### src/cba_consts.svh
// Register offsets, field positions and reset values of the circular buffer block
`ifndef CBA_CONSTS_SVH
`define CBA_CONSTS_SVH
`define CBA_OFF_CONTROL 12'h000
`define CBA_OFF_X_START 12'h004
`define CBA_OFF_X_END 12'h008
`define CBA_OFF_Y_START 12'h00c
`define CBA_OFF_Y_END 12'h010
`define CBA_OFF_STATUS 12'h014
`define CBA_XSEL_LSB 0
`define CBA_XSEL_MSB 3
`define CBA_YSEL_LSB 4
`define CBA_YSEL_MSB 7
`define CBA_YEN_BIT 14
`define CBA_XEN_BIT 15
`define CBA_SEL_NONE 4'hf
`define CBA_RST_CONTROL 16'h00ff
`define CBA_RST_ADDR 16'h0000
`endif

### src/cba_pkg.sv
// Types shared by the circular buffer addressing block
`default_nettype none
package cba_pkg;
	typedef struct packed {
		logic valid;
		logic [3:0] wreg;
		logic [15:0] cur;
		logic [15:0] nxt;
	} cba_upd_t;
	typedef struct packed {
		logic [15:0] addr;
		logic wrapped;
	} cba_res_t;
	typedef struct packed {
		logic [11:0] paddr;
		logic psel;
		logic penable;
		logic pwrite;
		logic [31:0] pwdata;
	} cba_apb_req_t;
	typedef struct packed {
		logic [31:0] prdata;
		logic pready;
		logic pslverr;
	} cba_apb_rsp_t;
endpackage : cba_pkg
`default_nettype wire

### src/cba_wrap.sv
// Boundary check and wrap of one pointer update against a buffer
`timescale 1ns/100ps
`default_nettype none
module cba_wrap (
	// Configuration
	input wire logic active_in,
	input wire logic word_in,
	input wire logic [15:0] start_in,
	input wire logic [15:0] end_in,
	// Update
	input wire logic [15:0] cur_in,
	input wire logic [15:0] nxt_in,
	output logic [15:0] addr_out,
	output logic wrapped_out
);
	logic [15:0] lo;
	logic [15:0] hi;
	logic [15:0] cur;
	logic [15:0] nxt;
	logic up;
	always_comb begin
		// Word-sized view clears the address bit zero
		lo = word_in ? {start_in[15:1], 1'b0} : start_in;
		hi = word_in ? {end_in[15:1], 1'b0} : end_in;
		cur = word_in ? {cur_in[15:1], 1'b0} : cur_in;
		nxt = word_in ? {nxt_in[15:1], 1'b0} : nxt_in;
		up = nxt > cur;
		addr_out = nxt;
		wrapped_out = 1'b0;
		if (active_in) begin
			if (up && nxt > hi && cur <= hi) begin
				addr_out = lo;
				wrapped_out = 1'b1;
			end else if (!up && nxt < lo && cur >= lo) begin
				addr_out = hi;
				wrapped_out = 1'b1;
			end
		end
	end
endmodule : cba_wrap
`default_nettype wire

### src/cba_apb.sv
// APB slave front end that turns a transfer into a one-cycle strobe
`timescale 1ns/100ps
`default_nettype none
module cba_apb (
	// Clock and reset
	input wire logic clk_in,
	input wire logic rst_in,
	input wire logic ce_in,
	// Bus
	input wire cba_pkg::cba_apb_req_t req_in,
	output cba_pkg::cba_apb_rsp_t rsp_out,
	// Register side
	input wire logic [31:0] rdata_in,
	input wire logic hit_in,
	output logic wr_out,
	output logic rd_out
);
	import cba_pkg::*;
	typedef struct packed {
		logic [31:0] prdata;
		logic pslverr;
		logic done;
	} cba_apb_st_t;
	cba_apb_st_t st_reg;
	cba_apb_st_t st_next;
	logic access;
	assign access = req_in.psel && req_in.penable && !st_reg.done;
	// Write lands at the edge that completes the transfer, while pready is high
	assign wr_out = ce_in && req_in.psel && req_in.penable && st_reg.done && req_in.pwrite
		&& hit_in;
	assign rd_out = ce_in && access && !req_in.pwrite;
	assign rsp_out.pready = st_reg.done;
	assign rsp_out.prdata = st_reg.prdata;
	assign rsp_out.pslverr = st_reg.pslverr;
	always_comb begin
		st_next = st_reg;
		st_next.done = 1'b0;
		if (access) begin
			st_next.done = 1'b1;
			st_next.pslverr = !hit_in;
			st_next.prdata = (!req_in.pwrite && hit_in) ? rdata_in : 32'h00000000;
		end
	end
	always_ff @(posedge clk_in) begin
		if (rst_in) begin
			st_reg <= '0;
		end else if (ce_in) begin
			st_reg <= st_next;
		end
	end
endmodule : cba_apb
`default_nettype wire

### src/cba_top.sv
// Circular buffer address generation for the X and Y spaces with APB registers
//
// Our own choices: the APB interface to the registers and the placing of the registers.
`timescale 1ns/100ps
`default_nettype none
`include "cba_consts.svh"
// Notes on behaviour
// - One circular buffer in X space, one in Y; X also serves program space.
// - Wrap logic is identical for data and program space pointers.
// - Power-of-two buffers are checked at both bounds, either direction.
// - Four 16-bit loadable start and end address registers.
// - Y space wrap treats address bit zero as clear.
// - Length follows from end minus start; up to 32K words.
// - Bits 3:0 pick the X pointer; 1111 disables X read and write wrap.
// - X wrap needs select not 1111 and enable bit 15 set.
// - Bits 7:4 pick the Y pointer; 1111 disables Y wrap.
// - Y wrap needs select not 1111 and enable bit 14 set.
module cba_top (
	// Clock, reset and enable
	input wire logic MCLK_IN,
	input wire logic RST_IN,
	input wire logic CE_IN,
	// APB register bus
	input wire cba_pkg::cba_apb_req_t APB_REQ_IN,
	output cba_pkg::cba_apb_rsp_t APB_RSP_OUT,
	// X read, X write and Y pointer updates
	input wire cba_pkg::cba_upd_t XRD_UPD_IN,
	input wire cba_pkg::cba_upd_t XWR_UPD_IN,
	input wire cba_pkg::cba_upd_t Y_UPD_IN,
	// Resulting addresses
	output cba_pkg::cba_res_t XRD_RES_OUT,
	output cba_pkg::cba_res_t XWR_RES_OUT,
	output cba_pkg::cba_res_t Y_RES_OUT,
	// Decoded enables
	output logic X_ACTIVE_OUT,
	output logic Y_ACTIVE_OUT
);
	import cba_pkg::*;
	localparam int NCH = 3;
	typedef struct packed {
		logic [15:0] control;
		logic [15:0] x_start;
		logic [15:0] x_end;
		logic [15:0] y_start;
		logic [15:0] y_end;
		logic [2:0] wrap_seen;
		cba_res_t [NCH-1:0] res;
	} cba_st_t;
	cba_st_t st_reg;
	cba_st_t st_next;
	logic wr;
	logic rd;
	logic hit;
	logic [31:0] rdata;
	logic x_active;
	logic y_active;
	cba_upd_t [NCH-1:0] upd;
	logic [NCH-1:0] ch_active;
	logic [NCH-1:0] ch_word;
	logic [NCH-1:0][15:0] ch_lo;
	logic [NCH-1:0][15:0] ch_hi;
	logic [NCH-1:0][15:0] w_addr;
	logic [NCH-1:0] w_wrap;
	logic [15:0] wd;

	// ==============================================================
	// Register bus
	cba_apb u_apb (
		.clk_in(MCLK_IN),
		.rst_in(RST_IN),
		.ce_in(CE_IN),
		.req_in(APB_REQ_IN),
		.rsp_out(APB_RSP_OUT),
		.rdata_in(rdata),
		.hit_in(hit),
		.wr_out(wr),
		.rd_out(rd)
	);
	assign wd = APB_REQ_IN.pwdata[15:0];
	always_comb begin
		hit = 1'b1;
		rdata = 32'h00000000;
		case (APB_REQ_IN.paddr)
			`CBA_OFF_CONTROL: rdata = {16'h0000, st_reg.control};
			`CBA_OFF_X_START: rdata = {16'h0000, st_reg.x_start};
			`CBA_OFF_X_END: rdata = {16'h0000, st_reg.x_end};
			`CBA_OFF_Y_START: rdata = {16'h0000, st_reg.y_start};
			`CBA_OFF_Y_END: rdata = {16'h0000, st_reg.y_end};
			`CBA_OFF_STATUS: rdata = {27'h0000000, y_active, x_active, st_reg.wrap_seen};
			default: hit = 1'b0;
		endcase
	end

	// ==============================================================
	// Space enables
	always_comb begin
		x_active = (st_reg.control[`CBA_XSEL_MSB:`CBA_XSEL_LSB] != `CBA_SEL_NONE)
			&& st_reg.control[`CBA_XEN_BIT];
		y_active = (st_reg.control[`CBA_YSEL_MSB:`CBA_YSEL_LSB] != `CBA_SEL_NONE)
			&& st_reg.control[`CBA_YEN_BIT];
	end
	assign X_ACTIVE_OUT = x_active;
	assign Y_ACTIVE_OUT = y_active;

	// ==============================================================
	// Per-generator wrap
	assign upd[0] = XRD_UPD_IN;
	assign upd[1] = XWR_UPD_IN;
	assign upd[2] = Y_UPD_IN;
	// Single X buffer shared by X read and write, one Y buffer
	assign ch_lo[0] = st_reg.x_start;
	assign ch_hi[0] = st_reg.x_end;
	assign ch_lo[1] = st_reg.x_start;
	assign ch_hi[1] = st_reg.x_end;
	assign ch_lo[2] = st_reg.y_start;
	assign ch_hi[2] = st_reg.y_end;
	assign ch_word = 3'b100;
	assign ch_active[0] = x_active
		&& upd[0].wreg == st_reg.control[`CBA_XSEL_MSB:`CBA_XSEL_LSB];
	assign ch_active[1] = x_active
		&& upd[1].wreg == st_reg.control[`CBA_XSEL_MSB:`CBA_XSEL_LSB];
	assign ch_active[2] = y_active
		&& upd[2].wreg == st_reg.control[`CBA_YSEL_MSB:`CBA_YSEL_LSB];
	genvar g;
	generate
		for (g = 0; g < NCH; g++) begin : g_ch
			// Same bidirectional check for every pointer
			cba_wrap u_wrap (
				.active_in(ch_active[g]),
				.word_in(ch_word[g]),
				.start_in(ch_lo[g]),
				.end_in(ch_hi[g]),
				.cur_in(upd[g].cur),
				.nxt_in(upd[g].nxt),
				.addr_out(w_addr[g]),
				.wrapped_out(w_wrap[g])
			);
		end
	endgenerate

	// ==============================================================
	// State update
	always_comb begin
		st_next = st_reg;
		for (int i = 0; i < NCH; i++) begin
			if (upd[i].valid) begin
				st_next.res[i].addr = w_addr[i];
				st_next.res[i].wrapped = w_wrap[i];
			end else begin
				st_next.res[i].wrapped = 1'b0;
			end
		end
		// Reading status clears the wrap history, a new wrap wins
		if (rd && APB_REQ_IN.paddr == `CBA_OFF_STATUS) begin
			st_next.wrap_seen = 3'b000;
		end
		for (int i = 0; i < NCH; i++) begin
			if (upd[i].valid && w_wrap[i]) begin
				st_next.wrap_seen[i] = 1'b1;
			end
		end
		if (wr) begin
			case (APB_REQ_IN.paddr)
				`CBA_OFF_CONTROL: st_next.control = wd;
				`CBA_OFF_X_START: st_next.x_start = wd;
				`CBA_OFF_X_END: st_next.x_end = wd;
				`CBA_OFF_Y_START: st_next.y_start = wd;
				`CBA_OFF_Y_END: st_next.y_end = wd;
				default: st_next.control = st_reg.control;
			endcase
		end
	end
	always_ff @(posedge MCLK_IN) begin
		if (RST_IN) begin
			st_reg <= '0;
			st_reg.control <= `CBA_RST_CONTROL;
			st_reg.x_start <= `CBA_RST_ADDR;
			st_reg.x_end <= `CBA_RST_ADDR;
			st_reg.y_start <= `CBA_RST_ADDR;
			st_reg.y_end <= `CBA_RST_ADDR;
		end else if (CE_IN) begin
			st_reg <= st_next;
		end
	end
	assign XRD_RES_OUT = st_reg.res[0];
	assign XWR_RES_OUT = st_reg.res[1];
	assign Y_RES_OUT = st_reg.res[2];
endmodule : cba_top
`default_nettype wire

### config.mk
export PLATFORM = sky130hd
export DESIGN_NAME = cba_top
export DESIGN_NICKNAME = d
export VERILOG_FILES = /design/src/cba_pkg.sv /design/src/cba_wrap.sv /design/src/cba_apb.sv /design/src/cba_top.sv
export VERILOG_INCLUDE_DIRS = /design/src
export SDC_FILE = /design/constraint.sdc
export NUM_CORES = 1
export LEC_CHECK = 0
export ABC_AREA = 1
export CAP_MARGIN = 20
export CORE_ASPECT_RATIO = 0.9
export CORE_MARGIN = 2
export CORE_UTILIZATION = 60
export CTS_CLUSTER_DIAMETER = 150
export CTS_CLUSTER_SIZE = 28
export DETAILED_ROUTE_END_ITERATION = 10
export DONT_BUFFER_PORTS = 1
export GPL_TIMING_DRIVEN = 0
export PLACE_DENSITY = 0.82
export SETUP_SLACK_MARGIN = 0.02
export SYNTH_ARGS = -nofsm -noshare
export SYNTH_HDL_FRONTEND = slang
export SYNTH_HIERARCHICAL = 1
export SYNTH_SLANG_ARGS = --single-unit
### constraint.sdc
create_clock -name MCLK_IN -period 2.5 [get_ports MCLK_IN]
set_input_delay 0.125 -clock MCLK_IN [delete_from_list [all_inputs] [get_ports MCLK_IN]]
set_output_delay 0.125 -clock MCLK_IN [all_outputs]
set_load 0.005 [all_outputs]
==> out/qor_table.md <==
| Quantity | Value |
| --- | --- |
| Later-pin clock latency in the skew report | 470 ps |
| Register bit count reported by yosys | 168 |
| Top achievable clock speed | 398 MHz |
| Most used DFF post-synth | sky130_fd_sc_hd__dfxtp_1 |
| Critical path arrival | 2870 ps |
| Number of distinct library cell variants in the gate-level netlist after synthesis | 37 |
| Vert. Die Dim | 161 um |
| Top cell type by total area after synthesis | sky130_fd_sc_hd__dfxtp_1 |
| Area of the multi-input gates | 11700 um^2 |
| Overflow left after global routing | 0 |
| Dpl hpwl | 42200 um |
| Buf+Inv Stages, Crit Path | 2 |
| Number of fill cells | 2155 |
| Slowest cell on crit path | sky130_fd_sc_hd__dfxtp_1 |
| Post-route antenna net violation count | 0 |
| Number of flops mapped to enable cells by yosys | 0 |
| Synth Warn # | 6 |
| Htree depth | 4 |
| FF-to-FF path depth | 14 |
| Fraction of the yosys area taken by sequential cells | 20.4% |
| Clock-pin slew on the worst setup and hold paths | 80 ps |
| Run status | finished, violations left |
| Number of cells traversed by the worst hold path | 3 |
| Final hold slack | 3.09 ps |
| Largest register FFs | 34 |
| Reg-to-reg startpoint | ch_lo[10]$_SDFFE_PP0P_ |
| Vias post-DR | 18372 |
| Core Rows | 57 |
| Clock tree from TritonCTS | done |
| Number of I/O pins | 248 |
| Number of violations reported at the end of detailed-routing iteration 0 | 2249 |
| Most Frequent Cell on Critical Path | sky130_fd_sc_hd__nand2_1 |
| Start point of the worst hold path | CE_IN |
| Yosys top cell area share | 20.4% |
| Share of cells above drive strength 1 | 16.8% |
| GRT Overall Usage | 38.1% |
| Register area | 3490 um^2 |
| Vias in the first global route | 16644 |
| Violations in the final reports | setup timing |
| Post-synthesis async set-or-reset flop share | 0% |
| Number of antenna violations at the first check in global routing | 5 |
| Maximum capacitance violations | 0 |
| Post-layout nets | 3210 |
| Syn Std Cell Area | 16500 um^2 |
| CTS root buf | sky130_fd_sc_hd__clkbuf_16 |
| Crit Path Max Fanout | 8 |
| DRT Pass-1 Iters | 6 |
| Critical R2R Capture | XWR_RES_OUT[6]$_SDFFE_PP0P_ |
| Final slew viol count | 0 |
| Avg Inst Size Synth | 6.22 um^2 |
| Pwr dens | 374 nW/um^2 |
| Main area contributors after synthesis | sky130_fd_sc_hd__dfxtp_1 (20%), sky130_fd_sc_hd__ha_1 (18%), sky130_fd_sc_hd__nand2_1 (16%), sky130_fd_sc_hd__nor2_1 (9.2%), sky130_fd_sc_hd__inv_1 (8.5%) |
| Buffers on Ports | 0 |
| Routed wire per std cell | 18.4 um |
| Unrepaired setup endpoints after global routing | yes |
| Crit path cell chain | inv_1 > ha_1 > nand2_1 > o21ai_0 > a21oi_2 > nand3_4 > nand3_4 > buf_4 > nand2_1 > nand3_1 > nand2_1 > nand2_1 > o21ai_2 > nor2_1 |
| Largest voltage drop on the vdd net | 458 uV |
| Vias per std cell | 5.77 |
| Worst Slack Setup Final | -9.86 ps |
| Max incr delay on CP | 400 ps |
| Top cell family by delay on the critical path | simple AND/OR/NAND/NOR gates |
| Leakage power summed over all cells | 9.98 nW |
| Synth Instances | 2651 |
| Total number of clock tree sinks | 168 |
| Crit path capture type | flip-flop |
| Ratio of final minimum period to clock period | 100% |
| Width of the die | 179 um |
| Maximum clock skew at final layout | 19.9 ps |
| Global placer's final weighted congestion | 0.986 |
| Number of hold violations in the final report | 0 |
| Clock buffer count from CTS | 17 |
| Register-to-register setup slack | -10 ps |
| Placeable Area | 27000 um^2 |
| Most frequently used cell type in the post-synthesis netlist | sky130_fd_sc_hd__nand2_1 |
| Overall power after layout | 0.00743 W |
| CP Class | flip-flop to flip-flop |
| Measured slew at the worst slew-check pin | 809 ps |
| Post-route DRC | 0 |
| Pin count of the biggest net entering global routing | 22 |
| Area of all placed cells without fillers | 19900 um^2 |
| Maximum root-to-sink buffer count | 2 |
| Data required time of the critical path | 2860 ps |
| Post-route minimum period | 2510 ps |
| Critical Path Source Type | flip-flop |
| Tightest Hold Check Type | input port to flip-flop |
| Cell area reported after detailed placement | 17000 um^2 |
| Hold-critical path endpoint | ch_hi[47]$_SDFFE_PP0P_ |
| Wire length after detailed routing | 58500 um |
| Synth cell count leaders | sky130_fd_sc_hd__nand2_1 (687), sky130_fd_sc_hd__nor2_1 (403), sky130_fd_sc_hd__inv_1 (373), sky130_fd_sc_hd__ha_1 (237), sky130_fd_sc_hd__nand3_1 (215) |
| Relative slew margins | 46.1% |
| Setup violators final | 1 |
| Global-route wire length before repair | 86100 um |
| Floorplan die area | 28800 um^2 |
| Layout overhead on the synthesized area | 20.4% |
| Initial cell density of the core | 61.0% |
kinds of logic (layout without fill, tap and decap cells):
kind of cell               Yosys count  after routing  share of synthesized area, %
AOI/OAI and AO/OA                  244            245                          8.00
and+or+nand+nor                   1460           1463                          38.7
DFF                                168            168                          20.4
xor gates and xnor gates            12             12                         0.637
buffers and inverters              528            675                          14.2
other                                2             30                        0.0455
adders and majority gates          237            237                          18.0
worst max-delay path by stage:
| stage | from | to | slack, ps | cells after the start |
|---|---|---|---|---|
| after floorplan | APB_REQ_IN[46] | st_reg[118]$_SDFFE_PP1P_ | 250 | 17 |
| after global placement | APB_REQ_IN[46] | st_reg[129]$_SDFFE_PP0P_ | -760 | 17 |
| after detailed placement | APB_REQ_IN[46] | st_reg[118]$_SDFFE_PP1P_ | -790 | 17 |
| after CTS | ch_hi[15]$_SDFFE_PP0P_ | st_reg[52]$_SDFFE_PP0P_ | 20 | 15 |
| after global routing | ch_hi[47]$_SDFFE_PP0P_ | Y_RES_OUT[6]$_SDFFE_PP0P_ | -80 | 18 |
| final | ch_lo[10]$_SDFFE_PP0P_ | XWR_RES_OUT[6]$_SDFFE_PP0P_ | -10 | 14 |
layer usage:
metal,GRT usage (%),part of all wire [%],wire (um)
met1,51.3,40,23500
met3,8.40,12,7170
met5,0,0.031,18
met4,13.6,3.5,2080
met2,59.6,44,25800
report_power, final:
part / leakage, nW / switching, W / internal [W]
registers: 1.40 / 0.0000536 / 0.00272
logic: 8.27 / 0.00104 / 0.000775
clock network: 0.305 / 0.00145 / 0.00139
stage by stage:
step | setup WS (ps) | cells | TNS (ps) | utilization (%)
CTS | 20.3 | 3136 | 0 | 68.6
finish | -9.86 | 3184 | -9.86 | 73.4
global route | -83.1 | 3183 | -1510 | 73.4
floorplan | 249 | 2674 | 0 | -
detailed placement | -794 | 3028 | -62000 | 63.0
global placement | -762 | 3028 | -57350 | 63.0
worst reg2reg max path: stages (launching register included):
cell	delay (ps)
sky130_fd_sc_hd__dfxtp_1	400
sky130_fd_sc_hd__inv_1	140
sky130_fd_sc_hd__ha_1	300
sky130_fd_sc_hd__nand2_1	90
sky130_fd_sc_hd__o21ai_0	340
sky130_fd_sc_hd__a21oi_2	150
sky130_fd_sc_hd__nand3_4	150
sky130_fd_sc_hd__nand3_4	150
sky130_fd_sc_hd__buf_4	170
sky130_fd_sc_hd__nand2_1	80
sky130_fd_sc_hd__nand3_1	100
sky130_fd_sc_hd__nand2_1	70
sky130_fd_sc_hd__nand2_1	70
sky130_fd_sc_hd__o21ai_2	130
sky130_fd_sc_hd__nor2_1	60
cell usage in the layout (no fill, tap or decap), types with 39 or more instances in the layout:
master,n
sky130_fd_sc_hd__nand2_1,655
sky130_fd_sc_hd__nor2_1,393
sky130_fd_sc_hd__inv_1,352
sky130_fd_sc_hd__ha_1,217
sky130_fd_sc_hd__nand3_1,197
sky130_fd_sc_hd__dfxtp_1,119
sky130_fd_sc_hd__a21oi_1,105
sky130_fd_sc_hd__buf_4,101
sky130_fd_sc_hd__dlygate4sd3_1,64
sky130_fd_sc_hd__nand4_1,54
sky130_fd_sc_hd__nand3_2,47
sky130_fd_sc_hd__o21ai_0,43
sky130_fd_sc_hd__nand2_2,39
area by class of cell:
cell class,instances,area share [%]
Buffer,143,5.09
Antenna cell,5,0.0630
Clock buffer,17,2.14
Inverter,385,7.37
Sequential cell,168,17.6
Multi-Input combinational cell,1982,58.8
Tap cell,354,2.23
Timing Repair Buffer,115,5.70
Clock inverter,15,1.07
timing repair:
action,4_1_cts,5_1_grt
gates resized for setup,79,293
hold buffers,58,6
hold endpoints to repair,129,11
gates cloned,3,7
setup endpoints to repair,128,132
pin swaps,9,78
buffers inserted,15,30
No activity file was read; power rests on OpenSTA's default activity.
